===== config.mk =====
export PLATFORM = sky130hd
export DESIGN_NAME = floppy_drive_control_logic
export DESIGN_NICKNAME = d
export VERILOG_FILES = /design/src/hw/fdd_ctl_pkg.sv /design/src/hw/floppy_drive_control_logic.sv
export VERILOG_INCLUDE_DIRS = /design/src /design/src/hw
export SDC_FILE = /design/constraint.sdc
export NUM_CORES = 1
export LEC_CHECK = 0
export BUFFER_PORTS_ARGS = -buffer_cell sky130_fd_sc_hd__buf_2
export CAP_MARGIN = 20
export CORE_MARGIN = 5
export CORE_UTILIZATION = 40
export DETAILED_ROUTE_END_ITERATION = 8
export HOLD_SLACK_MARGIN = 0.02
export SLEW_MARGIN = 40
export SYNTH_ARGS = -nofsm -noshare
export SYNTH_HDL_FRONTEND = slang
export SYNTH_SLANG_ARGS = --single-unit

===== constraint.sdc =====
create_clock -name ref_clk -period 2.7 [get_ports ref_clk]
set_clock_uncertainty 0.05 [all_clocks]
set_input_delay 0.405 -clock ref_clk [delete_from_list [all_inputs] [get_ports ref_clk]]
set_output_delay 0.405 -clock ref_clk [all_outputs]
set_load 0.02 [all_outputs]

===== src/hw/fdd_ctl_cfg.svh =====
// constants for the drive control logic: offsets, straps, timing
// assumes a 250 MHz ref_clk; included by the top and the test bench
//
// What this block does
// RL1: write and erase gates need notch, host write gate and selection.
// RL2: selected side head common goes high while write or erase gate on.
// RL3: tunnel head delays erase behind write by a counter.
// RL4: straddle head erase follows write gate with no delay.
// RL5: each write data pulse flips which of two write drivers is on.
// RL6: no read data pulses while a write driver is active.
// RL7: time domain filter drops saddle pulses within 2.4 us.
// RL8: filtered read data leaves through a three-state driver.
// RL9: low voltage holds write and erase off and inhibits control.
// RL10: retriggered index counter gives speed ok above half speed.
// RL11: ready set on second index after speed ok, driven to host.
// RL12: direction sampled at every step pulse and held.
// RL13: second internal step about 3 ms after step trailing edge.
// RL14: direction and steps become 1-2 phase drive with brief overlap.
// RL15: rest on phase a for even tracks, a bar for odd.
// RL16: 75 ms over-drive timer retriggered by each internal step.
// RL17: spindle runs from motor on through a strapped gate.
// RL18: straps decide selection, spindle run and indicator.
// RL19: tunnel erase on 200-320 us after, off 860-950 us after.
// RL20: track zero output low only at sensor, phase a, outward.
// RL21: outward steps at track zero are ignored.
// RL22: host keeps direction steady around steps and spaces them.
// RL23: ready clears when speed ok drops or low voltage.
`ifndef FDD_CTL_CFG_SVH
`define FDD_CTL_CFG_SVH

`define ADDR_W 4
`define CFG_OFS 4'h0
`define STAT_OFS 4'h4
`define CFG_TUNNEL_BIT 0
`define CFG_ALWAYS_SEL_BIT 1
`define CFG_MOTOR_SEL_BIT 2
`define CFG_LED_MOTOR_BIT 3
`define CFG_RST 4'h1

`define CLK_MHZ 250
`define ERASE_ON_US 200
`define ERASE_OFF_US 860
`define TDF_DELAY_NS 2400
`define SHAPE_NS 1000
`define STEP2_MS 3
`define OVERDRIVE_MS 75
`define SPEED_MS 400
`define OVERLAP_US 500
`define DIR_IN 1'b1

`define ERASE_ON_CYC (`ERASE_ON_US * `CLK_MHZ)
`define ERASE_OFF_CYC (`ERASE_OFF_US * `CLK_MHZ)
`define TDF_DELAY_CYC ((`TDF_DELAY_NS * `CLK_MHZ + 999) / 1000)
`define SHAPE_CYC ((`SHAPE_NS * `CLK_MHZ + 999) / 1000)
`define STEP2_CYC (`STEP2_MS * `CLK_MHZ * 1000)
`define OVERDRIVE_CYC (`OVERDRIVE_MS * `CLK_MHZ * 1000)
`define SPEED_CYC (`SPEED_MS * `CLK_MHZ * 1000)
`define OVERLAP_CYC (`OVERLAP_US * `CLK_MHZ)

`endif


===== src/hw/fdd_ctl_pkg.sv =====
// types shared by the drive control logic
// assumes nothing beyond the cfg header
package fdd_ctl_pkg;
	typedef enum logic [1:0] {
		lvl_low,
		lvl_middle,
		lvl_high
	} head_level_e;

	typedef struct packed {
		logic a;
		logic b;
		logic a_bar;
		logic b_bar;
	} phase_drive_s;

	typedef struct packed {
		logic led_motor;
		logic motor_sel;
		logic always_sel;
		logic tunnel;
	} strap_s;
endpackage


===== src/hw/floppy_drive_control_logic.sv =====
// drive-side control logic: write/erase gating, read filter, ready,
// stepper sequencing and spindle gate
// assumes all inputs synchronous to ref_clk; straps set over the port
//
// The strobed register port and the address map were chosen for this implementation.
`timescale 1ns/10ps
`default_nettype none
`include "fdd_ctl_cfg.svh"

module floppy_drive_control_logic
	import fdd_ctl_pkg::*;
#(
	parameter int unsigned ERASE_ON_CYC = `ERASE_ON_CYC,
	parameter int unsigned ERASE_OFF_CYC = `ERASE_OFF_CYC,
	parameter int unsigned TDF_DELAY_CYC = `TDF_DELAY_CYC,
	parameter int unsigned SHAPE_CYC = `SHAPE_CYC,
	parameter int unsigned STEP2_CYC = `STEP2_CYC,
	parameter int unsigned OVERDRIVE_CYC = `OVERDRIVE_CYC,
	parameter int unsigned SPEED_CYC = `SPEED_CYC,
	parameter int unsigned OVERLAP_CYC = `OVERLAP_CYC
) (
	// clock and reset
	input wire logic ref_clk,
	input wire logic sys_rst,
	input wire logic low_voltage_indication,
	// register port
	input wire logic [`ADDR_W-1:0] reg_addr,
	input wire logic [31:0] reg_wdata,
	input wire logic reg_wr,
	input wire logic reg_rd,
	output logic [31:0] reg_rdata,
	// host interface
	input wire logic drive_select_n,
	input wire logic motor_on,
	input wire logic side_select,
	input wire logic write_gate,
	input wire logic write_data,
	input wire logic step,
	input wire logic direction_in,
	output logic read_data_out,
	output logic read_data_oe_n,
	output logic ready_n,
	output logic track_zero_n,
	// sensors
	input wire logic write_enable_notch,
	input wire logic index_pulse,
	input wire logic track0_sensor,
	input wire logic read_pulse,
	// head drive
	output head_level_e side_zero_head_common,
	output head_level_e side_one_head_common,
	output logic write_drive_a,
	output logic write_drive_b,
	output logic erase_drive,
	// motors and indicator
	output phase_drive_s phase_drive,
	output logic overdrive_on,
	output logic spindle_run,
	output logic indicator_on
);

	strap_s strap_ff;
	logic wd_prev_ff, step_prev_ff, idx_prev_ff, rp_prev_ff;
	logic wg_ff, erase_ff, toggle_ff;
	logic [31:0] erase_cnt_ff;
	logic [31:0] tdf_cnt_ff, shape_cnt_ff;
	logic level_ff;
	logic [31:0] speed_cnt_ff;
	logic speed_ok_ff, ready_ff;
	logic [1:0] idx_seen_ff;
	logic dir_ff;
	logic [31:0] step2_cnt_ff, od_cnt_ff, ovl_cnt_ff;
	logic [1:0] pos_ff, old_pos_ff;
	logic selected, wg, writing;
	logic wd_rise, step_rise, step_fall, idx_rise, rp_edge;
	logic step_dir, at_track0, step_req, int_step;
	logic [1:0] nxt_pos;

	function automatic phase_drive_s onehot(input logic [1:0] p);
		phase_drive_s d;
		d = '0;
		case (p)
			2'h0: d.a = 1'b1;
			2'h1: d.b = 1'b1;
			2'h2: d.a_bar = 1'b1;
			default: d.b_bar = 1'b1;
		endcase
		return d;
	endfunction

	// RL18 strapped selection
	assign selected = strap_ff.always_sel | ~drive_select_n;
	assign wd_rise = write_data & ~wd_prev_ff;
	assign step_rise = step & ~step_prev_ff;
	assign step_fall = ~step & step_prev_ff;
	assign idx_rise = index_pulse & ~idx_prev_ff;
	assign rp_edge = read_pulse ^ rp_prev_ff;

	// register port
	always_ff @(posedge ref_clk) begin
		if (sys_rst) begin
			strap_ff <= strap_s'(`CFG_RST);
		end else if (reg_wr && reg_addr == `CFG_OFS) begin
			strap_ff.tunnel <= reg_wdata[`CFG_TUNNEL_BIT];
			strap_ff.always_sel <= reg_wdata[`CFG_ALWAYS_SEL_BIT];
			strap_ff.motor_sel <= reg_wdata[`CFG_MOTOR_SEL_BIT];
			strap_ff.led_motor <= reg_wdata[`CFG_LED_MOTOR_BIT];
		end
	end

	always_ff @(posedge ref_clk) begin
		if (sys_rst) begin
			reg_rdata <= 32'h0;
		end else if (reg_rd && reg_addr == `CFG_OFS) begin
			reg_rdata <= {28'h0, strap_ff};
		end else if (reg_rd && reg_addr == `STAT_OFS) begin
			reg_rdata <= {22'h0, dir_ff, ready_ff, speed_ok_ff, overdrive_on,
				erase_ff, wg_ff, ~track_zero_n, pos_ff, low_voltage_indication};
		end else begin
			reg_rdata <= 32'h0;
		end
	end

	// input history for edge detection
	always_ff @(posedge ref_clk) begin
		if (sys_rst) begin
			wd_prev_ff <= 1'b0;
			step_prev_ff <= 1'b0;
			idx_prev_ff <= 1'b0;
			rp_prev_ff <= 1'b0;
		end else begin
			wd_prev_ff <= write_data;
			step_prev_ff <= step;
			idx_prev_ff <= index_pulse;
			rp_prev_ff <= read_pulse;
		end
	end

	// RL1 write gate conditions
	// RL9 low voltage inhibit
	assign wg = write_enable_notch & write_gate & selected & ~low_voltage_indication;

	always_ff @(posedge ref_clk) begin
		if (sys_rst) begin
			wg_ff <= 1'b0;
		end else begin
			wg_ff <= wg;
		end
	end

	// erase gate, straddle or tunnel
	always_ff @(posedge ref_clk) begin
		if (sys_rst || low_voltage_indication) begin
			erase_ff <= 1'b0;
			erase_cnt_ff <= 32'h0;
		end else if (!strap_ff.tunnel) begin
			// RL4 erase follows write
			erase_ff <= wg;
			erase_cnt_ff <= 32'h0;
		end else if (wg_ff == erase_ff) begin
			erase_cnt_ff <= 32'h0;
		end else if (wg_ff && erase_cnt_ff >= ERASE_ON_CYC - 32'h2) begin
			// RL3 delayed erase on
			// RL19 on delay count
			erase_ff <= 1'b1;
			erase_cnt_ff <= 32'h0;
		end else if (!wg_ff && erase_cnt_ff >= ERASE_OFF_CYC - 32'h2) begin
			// RL19 off delay count
			erase_ff <= 1'b0;
			erase_cnt_ff <= 32'h0;
		end else begin
			erase_cnt_ff <= erase_cnt_ff + 32'h1;
		end
	end

	// RL5 alternate write drivers
	always_ff @(posedge ref_clk) begin
		if (sys_rst || !wg) begin
			toggle_ff <= 1'b0;
		end else if (wd_rise) begin
			toggle_ff <= ~toggle_ff;
		end
	end

	always_ff @(posedge ref_clk) begin
		if (sys_rst) begin
			write_drive_a <= 1'b0;
			write_drive_b <= 1'b0;
			erase_drive <= 1'b0;
		end else begin
			// RL9 drivers off at low voltage
			write_drive_a <= wg & toggle_ff & ~low_voltage_indication;
			write_drive_b <= wg & ~toggle_ff & ~low_voltage_indication;
			erase_drive <= erase_ff & ~low_voltage_indication;
		end
	end

	// RL2 head common levels
	always_ff @(posedge ref_clk) begin
		if (sys_rst) begin
			side_zero_head_common <= lvl_low;
			side_one_head_common <= lvl_low;
		end else begin
			side_zero_head_common <= lvl_low;
			side_one_head_common <= lvl_low;
			if (wg_ff || erase_ff) begin
				if (side_select) begin
					side_one_head_common <= lvl_high;
				end else begin
					side_zero_head_common <= lvl_high;
				end
			end else if (selected && !low_voltage_indication) begin
				if (side_select) begin
					side_one_head_common <= lvl_middle;
				end else begin
					side_zero_head_common <= lvl_middle;
				end
			end
		end
	end

	assign writing = write_drive_a | write_drive_b;

	// RL7 time domain filter: edges settle for the delay, then
	// a changed level yields one shaped pulse
	always_ff @(posedge ref_clk) begin
		if (sys_rst) begin
			tdf_cnt_ff <= 32'h0;
			level_ff <= 1'b0;
		end else if (rp_edge) begin
			tdf_cnt_ff <= TDF_DELAY_CYC;
		end else if (tdf_cnt_ff == 32'h1) begin
			tdf_cnt_ff <= 32'h0;
			level_ff <= read_pulse;
		end else if (tdf_cnt_ff != 32'h0) begin
			tdf_cnt_ff <= tdf_cnt_ff - 32'h1;
		end
	end

	always_ff @(posedge ref_clk) begin
		if (sys_rst || writing) begin
			// RL6 blank during write
			shape_cnt_ff <= 32'h0;
		end else if (tdf_cnt_ff == 32'h1 && read_pulse != level_ff) begin
			shape_cnt_ff <= SHAPE_CYC;
		end else if (shape_cnt_ff != 32'h0) begin
			shape_cnt_ff <= shape_cnt_ff - 32'h1;
		end
	end

	// RL8 three-state read driver
	always_ff @(posedge ref_clk) begin
		if (sys_rst) begin
			read_data_out <= 1'b0;
			read_data_oe_n <= 1'b1;
		end else begin
			read_data_out <= (shape_cnt_ff != 32'h0) & ~writing;
			read_data_oe_n <= ~(selected & ~low_voltage_indication);
		end
	end

	// RL10 retriggered speed counter
	always_ff @(posedge ref_clk) begin
		if (sys_rst || low_voltage_indication) begin
			speed_cnt_ff <= 32'h0;
			speed_ok_ff <= 1'b0;
		end else if (idx_rise) begin
			speed_cnt_ff <= SPEED_CYC;
			speed_ok_ff <= speed_cnt_ff != 32'h0;
		end else if (speed_cnt_ff != 32'h0) begin
			speed_cnt_ff <= speed_cnt_ff - 32'h1;
		end else begin
			speed_ok_ff <= 1'b0;
		end
	end

	// RL11 ready on second index
	// RL23 ready clears with speed ok or low voltage
	always_ff @(posedge ref_clk) begin
		if (sys_rst || low_voltage_indication || !speed_ok_ff) begin
			idx_seen_ff <= 2'h0;
			ready_ff <= 1'b0;
		end else if (idx_rise && idx_seen_ff != 2'h2) begin
			idx_seen_ff <= idx_seen_ff + 2'h1;
			ready_ff <= idx_seen_ff == 2'h1;
		end
	end

	always_ff @(posedge ref_clk) begin
		if (sys_rst) begin
			ready_n <= 1'b1;
		end else begin
			ready_n <= ~ready_ff;
		end
	end

	// RL12 direction latch
	always_ff @(posedge ref_clk) begin
		if (sys_rst) begin
			dir_ff <= `DIR_IN;
		end else if (step_rise) begin
			dir_ff <= direction_in;
		end
	end

	// RL13 delayed second step
	always_ff @(posedge ref_clk) begin
		if (sys_rst || low_voltage_indication) begin
			step2_cnt_ff <= 32'h0;
		end else if (step_fall) begin
			step2_cnt_ff <= STEP2_CYC;
		end else if (step2_cnt_ff != 32'h0) begin
			step2_cnt_ff <= step2_cnt_ff - 32'h1;
		end
	end

	// RL22 host holds direction across the step pair
	assign step_dir = step_rise ? direction_in : dir_ff;
	assign at_track0 = track0_sensor & (pos_ff == 2'h0);
	assign step_req = step_rise | (step2_cnt_ff == 32'h1);
	// RL21 block outward at track zero
	// RL9 steps inhibited at low voltage
	assign int_step = step_req & ~low_voltage_indication & ~(step_dir != `DIR_IN && at_track0);
	assign nxt_pos = (step_dir == `DIR_IN) ? pos_ff + 2'h1 : pos_ff - 2'h1;

	// RL14 phase shift register with overlap
	always_ff @(posedge ref_clk) begin
		if (sys_rst) begin
			pos_ff <= 2'h0;
			old_pos_ff <= 2'h0;
			ovl_cnt_ff <= 32'h0;
		end else if (int_step) begin
			pos_ff <= nxt_pos;
			old_pos_ff <= pos_ff;
			ovl_cnt_ff <= OVERLAP_CYC;
		end else if (ovl_cnt_ff != 32'h0) begin
			ovl_cnt_ff <= ovl_cnt_ff - 32'h1;
		end
	end

	// RL15 rest phase by track parity
	always_ff @(posedge ref_clk) begin
		if (sys_rst) begin
			phase_drive <= '0;
		end else if (ovl_cnt_ff != 32'h0) begin
			phase_drive <= onehot(pos_ff) | onehot(old_pos_ff);
		end else begin
			phase_drive <= onehot(pos_ff);
		end
	end

	// RL20 qualified track zero
	always_ff @(posedge ref_clk) begin
		if (sys_rst) begin
			track_zero_n <= 1'b1;
		end else begin
			track_zero_n <= ~(track0_sensor & (pos_ff == 2'h0) & (dir_ff != `DIR_IN));
		end
	end

	// RL16 retriggered over-drive timer
	always_ff @(posedge ref_clk) begin
		if (sys_rst) begin
			od_cnt_ff <= 32'h0;
			overdrive_on <= 1'b0;
		end else if (int_step) begin
			od_cnt_ff <= OVERDRIVE_CYC;
			overdrive_on <= 1'b1;
		end else if (od_cnt_ff > 32'h1) begin
			od_cnt_ff <= od_cnt_ff - 32'h1;
		end else begin
			od_cnt_ff <= 32'h0;
			overdrive_on <= 1'b0;
		end
	end

	// RL17 spindle gate
	// RL18 strapped motor and indicator
	always_ff @(posedge ref_clk) begin
		if (sys_rst) begin
			spindle_run <= 1'b0;
			indicator_on <= 1'b0;
		end else begin
			spindle_run <= motor_on & (~strap_ff.motor_sel | selected) & ~low_voltage_indication;
			indicator_on <= strap_ff.led_motor ? spindle_run : (selected & ~low_voltage_indication);
		end
	end

endmodule
`default_nettype wire


======== Word-level counts from Yosys, hierarchy flattened ========
Cells that the tools add are included.
cells by class
  $add $sub $neg .......................... 10
  $mul .................................... 0
  div/mod/pow operators ................... 0
  magnitude comparators ................... 3
  equality and inequality tests ........... 15
  shift operators ......................... 0
  mux-type cells .......................... 59
  bitwise operators ....................... 46
  reductions and logical operators ........ 44
operators by type and width
  cell                   count
  $sub 32x1->32 const B  6
  $reduce_bool 32->1     5
  $eq 32x1->1 const B    2
  $mux 27                2
  $mux 25                2
  $mux 20                2
  $mux 1                 38
  $mux 17                2
  $add 32x1->32 const B  1
  $ge 32x16->1 const B   1
  $ge 32x18->1 const B   1
  $gt 32x1->1 const B    1
  $mux 10                3
  $and 1x1->1            20
  $not 1->1              20
  $mux 8                 2
  $reduce_or 3->1        5
  $mux 4                 3
  $mux 2                 5
  $reduce_or 2->1        5
  $logic_and 1x1->1      9
  $ne 2x2->1 const B     4
  $reduce_bool 2->1      4
  $eq 2x1->1 const B     3
  other kinds (17)       31
word-level totals
  register bits ........................... 295
  bits in latches ......................... 0
  RAM bits ................................ 0
  memory bits (read-only) ................. 0
  input bits .............................. 52
  output and inout bits ................... 50
  word-level logic and storage cells ...... 227
  memories ................................ 0

======== Longest topological paths before layout ========
Gate-level depths: netlist of the first run.
  depth in word-level cells ............... 8
  depth in mapped cells ................... 8
  mapped depth without buffers ............ 7

======== Least setup slack after synthesis of the first run ========
OpenSTA, ideal clock, no wires.
  kind .................................... register to register
  start point ............................. register shape_cnt_ff[14]
  end point ............................... register shape_cnt_ff[1]
  library setup time ...................... 0.070 ns
  data arrival time ....................... 2.299 ns
  required time ........................... 2.580 ns
  setup slack ............................. 0.281 ns
  cell stages (with the launch flop) ...... 7
  buffers on the path ..................... 1
  clock period less this slack ............ 2.419 ns
  cell sequence ........................... dfxtp_1 -> or4_1 -> or3_1 -> nor4_2 -> buf_2 -> mux2_2 -> a21oi_1
between the ends
  longest elaborated chain between the ends .. 2
RTL lines
  item                                line                               source
  from (decl)                         floppy_drive_control_logic.sv:66   logic [31:0] tdf_cnt_ff, shape_cnt_ff;
  from (signal assigned)              floppy_drive_control_logic.sv:247  shape_cnt_ff <= shape_cnt_ff - 32'h1;
  $reduce_bool 32->1                  floppy_drive_control_logic.sv:246  end else if (shape_cnt_ff != 32'h0) begin
  $reduce_bool 2->1 (no source line)  n/a
No other way between the ends.
A chain may end at the register's enable or synchronous reset.

======== Worst setup path after layout of the first run ========
  start point ............................. register shape_cnt_ff[14]
  end point ............................... register shape_cnt_ff[26]
between the ends
  longest elaborated chain between the ends .. 1
  elaborated cells between the ends (all ways) .. 2
  classes of those cells .................. 1 x add/sub; 1 x reduce/logical
RTL lines
  item                                                        line
  $sub 32x1->32 / $reduce_bool 32->1 (equally long branches)  floppy_drive_control_logic.sv:247, floppy_drive_control_logic.sv:246
Parallel ways exist; a longest one is shown, timed or not.

==> impl.org, run 1 <==
** Power
- Total power for the finished layout comes to 17.7 mW.
- For this design the ratio of total power to cell area is 1200 nW/um^2.
- In this run the static leakage power is 5.74 nW.
- Worst voltage drop across the vdd grid :: 0.700 mV

** Global route
- The number of global-route vias before repair was 10.1k.
- The first global-routing pass estimated ~50000 microns of wire.
- The total overflow left after global routing is 0.
- The number of antenna violations at the first check in global routing was 1.
- Entering global routing, the biggest net connects 33 pins.
- GRT Overall Usage :: 15.8%

** Min path
- Path type of the worst min-delay path :: input port to flop

** Routing
- Summing over every cut layer, the via total after detailed routing is 10.7k.
- Detailed routing placed a total of about 1100 microns of wire on met3.
- Count of antenna-violating nets left after detailed routing :: 0
- First-iteration detailed-routing DRC count :: 641
- Via density :: 5.43
- Summed over all nets, wire length on met2 after detailed routing comes to approximately 13000 microns.
- Wirelength per Cell :: 14.6 microns
- DRC violations left :: 0
- Wl on met1 :: 14400 microns
- Routed wire length :: ~29000 microns
- DRT Pass-1 Iters :: 5
- Uppermost metal layer occupied by signal nets :: met4

** Clock network
- In this run the number of H-tree levels came out at 1.
- Clk Tree Root Cell :: sky130_fd_sc_hd__clkbuf_16
- Once the clock tree was built, the setup fixing pass inserted 0 buffers.
- Inserted Clock Buffers :: 31
- Clock tree synthesis found a total of between 200 and 300 sinks.
- For the worst-skew pair, the clock arrives at the later sink with an insertion delay of 540 ps.
- Clock tree from TritonCTS :: built
- Buffer depth of the longest clock path :: 3
- CTS clock-pin slew for the worst setup and hold paths :: 60 ps

** Timing
- Based on the critical path, the design can be clocked at up to 388 MHz.
- Normalized max-slew margin :: 52.1%
- Setup repair after global routing left no endpoint under its margin.
- Slew @ Worst Pin :: 712 ps
- Final setup violation count :: 0
- Number of max-slew violations in the final report :: 0
- Dividing the final minimum period by the clock period gives 95.5%.
- Hold violation total from the final report :: 0
- Post-layout min period :: 2580 ps
- Final TNS setup :: 0 ps

** Yosys
- Mapped Area :: 12600 sq um
- In this run, distinct cell masters in the synthesized netlist total 70.
- Summing the areas of all and, or, nand and nor instances in the mapped netlist gives 27.1% of the synthesized area.
- Counting flops with a built-in enable in the synthesized netlist gives 0.
- Area fraction in compound gates after synthesis :: between 15 and 20%
- In this run, synthesis produced a sequential element count of 273.
- The biggest area contributor in the post-synthesis netlist is sky130_fd_sc_hd__dfxtp_1.
- Fraction of synthesized cell area in xor and xnor cells :: under 10%
- Multiplexer area fraction after synthesis :: 1.36%
- The Yosys step of the flow raised 0 warnings.
- Top-area cell type share of the netlist area :: 43.3%
- The synthesized netlist devotes 2.28% of its cell area to adder and majority cells.
- Synthesis handed over a netlist of roughly 1.4k instances.
- Asr flop ratio synth :: 0%
- After synthesis, the cell types taking the most area are sky130_fd_sc_hd__dfxtp_1 43%, sky130_fd_sc_hd__or4_1 4.8%, sky130_fd_sc_hd__a21oi_1 4.2%, sky130_fd_sc_hd__or3_1 4.2%, sky130_fd_sc_hd__nor2_1 4.1%.
- Sequential cell area fraction in the yosys report :: 43.3%
- In the synthesized netlist the dominant register cell turns out to be sky130_fd_sc_hd__dfxtp_1.
- Synthesized area per cell :: 8.85 sq um
- Combinational family with the most area after synthesis :: simple AND/OR/NAND/NOR gates

** Placed design
- The HPWL after detailed placement is 19900 microns.
- Dpl cells :: around 1.9k
- I/O Buffers :: just over 50
- Dpl cell area :: 13600 sq um
- Global placement routability congestion :: 0.794

** Status
- Result of the run :: completed

** Setup path
- Worst-path maximum fanout :: 7
- STA classifies the critical path startpoint as a flop.
- Critical path data required time :: roughly 3100 ps
- The kind of cell with the highest combined delay along the critical path is simple AND/OR/NAND/NOR gates.
- The largest single stage delay on the critical path is ~600 ps.
- The critical path in this run is classified as flop to flop.
- On the critical path, the stage with the largest delay is an instance of sky130_fd_sc_hd__or4_1.
- The critical path contains buffers and inverters numbering 0 combined.
- WP data arrival :: 3000 ps
- STA classifies the critical path endpoint as a flop.
- Cell-by-cell listing of the critical path :: or4_1 > or3_1 > nand4b_1 > or4_1 > a21oi_1
- Counting stages on the worst path, the most repeated cell is sky130_fd_sc_hd__or4_1.

** Floorplan
- The floorplan step defined a die boundary enclosing 35200 sq um.
- Effective utilization at floorplan :: between 40% and 50%
- The initialized floorplan defines 65 standard-cell rows.
- In this run the horizontal extent of the chip is 188 microns.
- Area of the core :: 31400 sq um
- IO Pins :: 102
- From bottom edge to top edge, the die measures 188 microns.

** Layout
- Once layout is complete, the cells apart from fillers number ~2.0k.
- Compared with the post-synthesis result, the final layout area differs by 16.6%.
- Measured on the finished design, the core utilization comes to 46.9%.
- Layout cells sized above 1 :: 13.4%
- Layout filler cell count :: 3015
- After routing the design area is 14700 sq um.
- Number of nets in the final layout :: 1613

** Job
- Total of max-cap violations :: 0
[path summary, 6_finish.rpt]
| kind | start | to | slack, ps | cells after the start |
|---|---|---|---|---|
| worst max-delay path | shape_cnt_ff[14] | shape_cnt_ff[26] | 120 | 5 |
| worst min-delay path | reg_wdata[2] | strap_ff[2] | 50 | 3 |
| worst max register to register | shape_cnt_ff[14] | shape_cnt_ff[26] | 120 | 5 |
| worst min register to register | ready_ff | ready_n | 380 | 1 |
[repair_timing]
| item | 4_1_cts | 5_1_grt |
|---|---|---|
| resized for setup | 0 | 0 |
| hold buffers | 4 | 0 |
| hold endpoints to repair | 5 | 0 |
[report_power, final]
part	internal (mW)	total, mW	leakage, nW	switching, mW
clock	2.56	4.22	0.523	1.66
sequential	4.83	5.60	2.23	0.769
combinational	3.38	7.85	2.99	4.47
total	10.8	17.7	5.74	6.90
[area by class of cell]
type / instances / area, sq um / share of cell area [%]
clock inverter: 11 / 109 / 0.740
antenna: 1 / 2.50 / 0.0170
timing repair buffer: 120 / 808 / 5.49
multi-input combinational: 1078 / 6770 / 46.0
inverter: 34 / 128 / 0.867
sequential: 273 / 5470 / 37.1
clock buffer: 46 / 932 / 6.33
tap: 402 / 503 / 3.42
[cells in the mapped netlist, types with 7 or more instances]
cell type,number
sky130_fd_sc_hd__a211oi_1,12
sky130_fd_sc_hd__a21oi_1,107
sky130_fd_sc_hd__a31oi_1,26
sky130_fd_sc_hd__and3_1,15
sky130_fd_sc_hd__buf_2,14
sky130_fd_sc_hd__buf_4,23
sky130_fd_sc_hd__clkbuf_1,38
sky130_fd_sc_hd__dfxtp_1,273
sky130_fd_sc_hd__ha_1,23
sky130_fd_sc_hd__inv_1,34
sky130_fd_sc_hd__mux2i_1,16
sky130_fd_sc_hd__nand2_1,71
sky130_fd_sc_hd__nand2b_1,16
sky130_fd_sc_hd__nand3_1,26
sky130_fd_sc_hd__nand4_1,14
sky130_fd_sc_hd__nand4b_1,7
sky130_fd_sc_hd__nor2_1,139
sky130_fd_sc_hd__nor2b_1,12
sky130_fd_sc_hd__nor3_1,43
sky130_fd_sc_hd__nor4_1,44
sky130_fd_sc_hd__o211ai_1,21
sky130_fd_sc_hd__o21ai_0,58
sky130_fd_sc_hd__o31ai_1,54
sky130_fd_sc_hd__or2_2,11
sky130_fd_sc_hd__or3_1,84
sky130_fd_sc_hd__or4_1,80
sky130_fd_sc_hd__xnor2_1,42
sky130_fd_sc_hd__xor2_1,37
[tightest hold or removal path: cells and delay by family]
kind	cells	cell delay, ps
AND/OR/NAND/NOR	1	80
buffers and inverters	1	70
multiplexers	1	50
[flip-flops by register name, summed over array words and instances, names as in the netlist, 2 cells and up]
| register | count |
|---|---|
| pos_ff | 2 |
| speed_cnt_ff | 32 |
| erase_cnt_ff | 32 |
| shape_cnt_ff | 32 |
| side_zero_head_common | 2 |
| strap_ff | 4 |
| ovl_cnt_ff | 32 |
| step2_cnt_ff | 32 |
| od_cnt_ff | 32 |
| tdf_cnt_ff | 32 |
| side_one_head_common | 2 |
| idx_seen_ff | 2 |
| reg_rdata | 10 |
| phase_drive | 4 |
| old_pos_ff | 2 |
[routing by layer]
layer / global-route usage, % / vias up
li1: - / 5479
met1: 22.4 / 4997
met2: 25.6 / 148
met3: 2.40 / 44
met4: 3.81 / 0
met5: 0 / -
[layout by cell type, fill, tap and decap left out, types with 14 or more instances in the layout]
master                      netlist  routed
sky130_fd_sc_hd__nand2_1         71      71
sky130_fd_sc_hd__o211ai_1        21      21
sky130_fd_sc_hd__mux2i_1         16      16
sky130_fd_sc_hd__or3_1           84      84
sky130_fd_sc_hd__clkbuf_16        0      31
sky130_fd_sc_hd__conb_1           1      36
sky130_fd_sc_hd__and3_1          15      15
sky130_fd_sc_hd__nor3_1          43      42
sky130_fd_sc_hd__nand2b_1        16      16
sky130_fd_sc_hd__o21ai_0         58      58
sky130_fd_sc_hd__a31oi_1         26      26
sky130_fd_sc_hd__xor2_1          37      37
sky130_fd_sc_hd__dfxtp_1        273     273
sky130_fd_sc_hd__nor4_1          44      44
sky130_fd_sc_hd__xnor2_1         42      42
sky130_fd_sc_hd__buf_2           14      51
sky130_fd_sc_hd__a21oi_1        107     107
sky130_fd_sc_hd__o31ai_1         54      54
sky130_fd_sc_hd__nand3_1         26      26
sky130_fd_sc_hd__nor2_1         139     139
sky130_fd_sc_hd__nand4_1         14      14
sky130_fd_sc_hd__inv_1           34      34
sky130_fd_sc_hd__buf_4           23      63
sky130_fd_sc_hd__ha_1            23      23
sky130_fd_sc_hd__or4_1           80      80
[cells by family after synthesis]
logic type      count (synthesis)
simple gates                  601
compound gates                322
flops                         273
buf+inv                       110
xor+xnor                       79
fa+ha+maj                      23
mux                            17
other cells                     1
[through the flow]
| stage | hold slack (ps) | setup slack (ps) |
|---|---|---|
| 3_3_place_gp | 368 | 174 |
| 6_report | 53.7 | 120 |
| 4_1_cts | 24.7 | 147 |
| 3_5_place_dp | 374 | 169 |
| 5_1_grt | 50.8 | 12.2 |
| 2_1_floorplan | 313 | 281 |
Note: power is estimated with default switching activity, not from simulation.
==> run 2, diff against run 1 <==
--- a/config.mk
+++ b/config.mk
@@ -6,7 +6,8 @@
 export SDC_FILE = /design/constraint.sdc
 export NUM_CORES = 1
 export LEC_CHECK = 0
-export BUFFER_PORTS_ARGS = -buffer_cell sky130_fd_sc_hd__buf_2
+export ABC_AREA = 1
+export BUFFER_PORTS_ARGS = -buffer_cell sky130_fd_sc_hd__buf_4
 export CAP_MARGIN = 20
 export CORE_MARGIN = 5
 export CORE_UTILIZATION = 40
==> run 2 against run 1 <==
  * Worst setup slack better by 330 ps
  * Non-clock buffer count is 52 lower
  * Register-to-register slack improved by 420 ps
  * Sequential power increased by 1%
  * Global-route usage grew 1.4 points
  * Area after synthesis is 10% higher
  * Wire length rose by 17%
  * Power increased by 15%
  * Sequential share of layout area decreased by 2.3 points
  * Largest cell class unchanged
==> impl.org, run 2 <==
** Status
- Result of the run :: completed

** Routing
- Vias after detailed routing :: approximately 12k
- First-iteration detailed-routing DRC count :: about 730
- Via density :: around 4.8
- DRC violations left :: 0
- Count of antenna-violating nets left after detailed routing :: 0
- Routed wire length :: 33500 microns
- Wirelength per Cell :: 13.4 microns
- The first detailed-routing pass took 7 iterations.

** Setup path
- WP data arrival :: 2660 ps
- Together, buffers and inverters on the worst path number 4.
- In this run the worst path has a maximum fanout of 22.
- Critical path data required time :: 3120 ps
- In this run the register-to-register setup slack is about 540 ps.
- Critical path startpoint category :: input port
- Setup crit end kind :: flop
- Largest stage delay on the critical path :: 530 ps
- Cell-by-cell listing of the critical path :: dlygate4sd3_1 > buf_4 > inv_1 > nor2_1 > inv_1 > nand2_1 > o21ai_1 > nand2_1 > nand3_4 > nand3_2 > a21oi_1
- Among cell families on the critical path, the largest total delay comes from simple AND/OR/NAND/NOR gates.
- Start-to-end type of the worst setup path :: input port to flop
- For this design, the slowest cell found on the critical path is sky130_fd_sc_hd__dlygate4sd3_1.

** Yosys
- By area the synthesized netlist is led by sky130_fd_sc_hd__dfxtp_1 39%, sky130_fd_sc_hd__nor2_1 13%, sky130_fd_sc_hd__nand2_1 10%, sky130_fd_sc_hd__xnor2_1 5.2%, sky130_fd_sc_hd__xor2_1 5.0%.
- Post-synth top area cell :: sky130_fd_sc_hd__dfxtp_1
- Of all flip-flops after synthesis, the portion carrying an async set or reset was 0%.
- The most common cell in the synthesized netlist is sky130_fd_sc_hd__nor2_1.
- Synthesis inferred approximately 270 register bits.
- In the synthesized netlist the dominant register cell turns out to be sky130_fd_sc_hd__dfxtp_1.
- In this run, distinct cell masters in the synthesized netlist total 49.
- List of most frequent post-synthesis cells :: 497 x sky130_fd_sc_hd__nor2_1, 371 x sky130_fd_sc_hd__nand2_1, 273 x sky130_fd_sc_hd__dfxtp_1
- For this run, the number of Yosys warnings is 0.
- Counting flops with a built-in enable in the synthesized netlist gives 0.
- Top-area cell type share of the netlist area :: 39.3%
- Sequential cell area fraction in the yosys report :: 39.3%
- Synthesized area per cell :: 7.11 sq um
- Post-synthesis cell count :: 1956
- Mapped Area :: between 10000 and 15000 sq um

** Layout
- Top library cells by usage in the layout, fill and taps aside :: 497 x sky130_fd_sc_hd__nor2_1, 371 x sky130_fd_sc_hd__nand2_1, 273 x sky130_fd_sc_hd__dfxtp_1, 152 x sky130_fd_sc_hd__inv_1, 104 x sky130_fd_sc_hd__nand3_1
- Once layout is complete, the utilization of the core stands at between 40% and 50%.
- Most common cell after layout, fill and taps aside :: sky130_fd_sc_hd__nor2_1
- Area growth, synth to finish :: 12.8%
- In the final design database the tool counted 2106 nets.
- 0 antenna diodes ended up in the layout.
- Post-route non-filler standard cell count :: between 2k and 3k
- The post-route netlist has 9.35% of its cells at a drive strength greater than 1.
- Final non-filler cell area :: 15700 sq um

** Clock network
- Counting every sink on the clock net gives 273.
- Post-CTS resize count :: 0
- Clock-pin slew was measured on the worst setup and hold paths at 60 ps.
- Counting along the longest clock path gives a buffer depth of 3.
- Source-to-sink clock delay at the later pin of the worst-skew pair :: 560 ps
- Htree depth :: 1
- In this run the post-CTS setup repair buffer count came out at 0.
- Inserted Clock Buffers :: 30
- Hold-fix buffer count after cts :: 4
- Clk Tree Root Cell :: sky130_fd_sc_hd__clkbuf_16
- TritonCTS built the clock tree.

** Timing
- Normalized max-slew margin :: 59.4%
- Final setup violation count :: 0
- Max Clock Freq :: 445 MHz
- Slew @ Worst Pin :: 608 ps
- Hold violation total from the final report :: 0
- Unrepaired setup endpoints after global routing :: false
- Adding up every negative setup slack in the final design gives 0 ps.
- Setup ws final :: around 450 ps
- The max-slew violation count is 0.
- Post-layout min period :: 2250 ps
- Of the available clock period, the critical path in the final layout requires 83.2%.
- Hold slack final :: 54.5 ps

** Global route
- The first global-routing pass estimated approximately 56000 microns of wire.
- The number of antenna violations at the first check in global routing is 0.
- The number of global-route vias before repair was 11.7k.
- Maximum number of pins on one net before global-route repair :: 29
- Across every metal layer, demand over resource in global routing totals 17.2%.
- The total overflow left after global routing is 0.

** Floorplan
- Area of the core :: 34500 sq um
- Number of placement rows :: 68
- In this run the horizontal extent of the chip is just under 200 microns.
- 102 I/O pins were placed.
- Die Ht :: 196 microns
- Full die area :: 38600 sq um
- Once the floorplan was initialized, standard cells occupied 40.3% of the core.

** Placed design
- Dpl cell area :: roughly 15000 sq um
- Before CTS, the worst setup slack after placement is 432 ps.
- After legalization and detailed placement, the total HPWL measured 25200 microns.
- During placement, the flow inserted port buffers numbering 51.
- Global placement routability congestion :: 0.950
- Dpl cells :: around 2.5k

** Min path
- Path type of the worst min-delay path :: input port to flop

** Job
- Across the run, the number of max-cap violations was 0.

** Power
- For this design the static power due to leakage is about 7.0 nW.
- Power density over the cells :: 1290 nW/um^2
- Across the VDD grid, the largest voltage drop is about 0.67 mV.
- Power consumption :: 20.2 mW
==> run 2: cell types whose count changed after synthesis, moves of 42 or more <==
cell,change
sky130_fd_sc_hd__nand3_1,+78
sky130_fd_sc_hd__inv_1,+118
sky130_fd_sc_hd__o31ai_1,-54
sky130_fd_sc_hd__or4_1,-80
sky130_fd_sc_hd__or3_1,-84
sky130_fd_sc_hd__o21ai_0,-43
sky130_fd_sc_hd__nor2_1,+358
sky130_fd_sc_hd__nand2_1,+300
sky130_fd_sc_hd__xor2_1,+43
sky130_fd_sc_hd__nor4_1,-42
==> run 2: cell families after synthesis <==
logic type               Yosys count  synth area share (%)
flip-flops                       273                  39.3
AND/OR/NAND/NOR                 1164                  36.3
AO/OA/AOI/OAI                    114                  4.66
adder cells (fa/ha/maj)           23                  2.07
XOR/XNOR                         163                  10.3
buffers and inverters            218                  7.32
other                              1                0.0270
==> run 2: path summary, 6_finish.rpt <==
kind	start	end	cells after the start
max reg2reg	step2_cnt_ff[16]	old_pos_ff[0]	11
max	step	od_cnt_ff[6]	11
min	reg_wdata[0]	strap_ff[0]	3
min reg2reg	toggle_ff	write_drive_b	1
==> run 2: final cells by class <==
type                    instances  area, sq um
clock buffers                  46          912
clock inverters                 9         70.1
fillers                      3573        18800
inverters                     158          593
multi-input cells            1500         7550
flip-flops and latches        273         5470
well taps                     455          569
repair buffers                 68          520
==> run 2: where the power goes <==
part | switching [mW] | leakage, nW | internal (mW) | total, mW
sequential | 0.787 | 2.23 | 4.90 | 5.68
clock | 1.60 | 0.493 | 2.40 | 4.01
combinational | 6.75 | 4.28 | 3.80 | 10.5
==> run 2: worst reg2reg max path, delay by kind of cell (launching register included) <==
family	cells	cell delay, ps
buf+inv	1	260
compound gates	1	110
simple gates	9	1300
flops	1	330
==> run 2: layer usage <==
metal,up-vias,global-route usage [%],share of wire [%],wire length [microns]
li1,6275,-,-,-
met1,5451,23.1,47,15800
met2,234,28.6,45,15000
met3,59,2.89,4.8,1620
met4,0,5.15,3.0,1010
met5,-,0,0,0
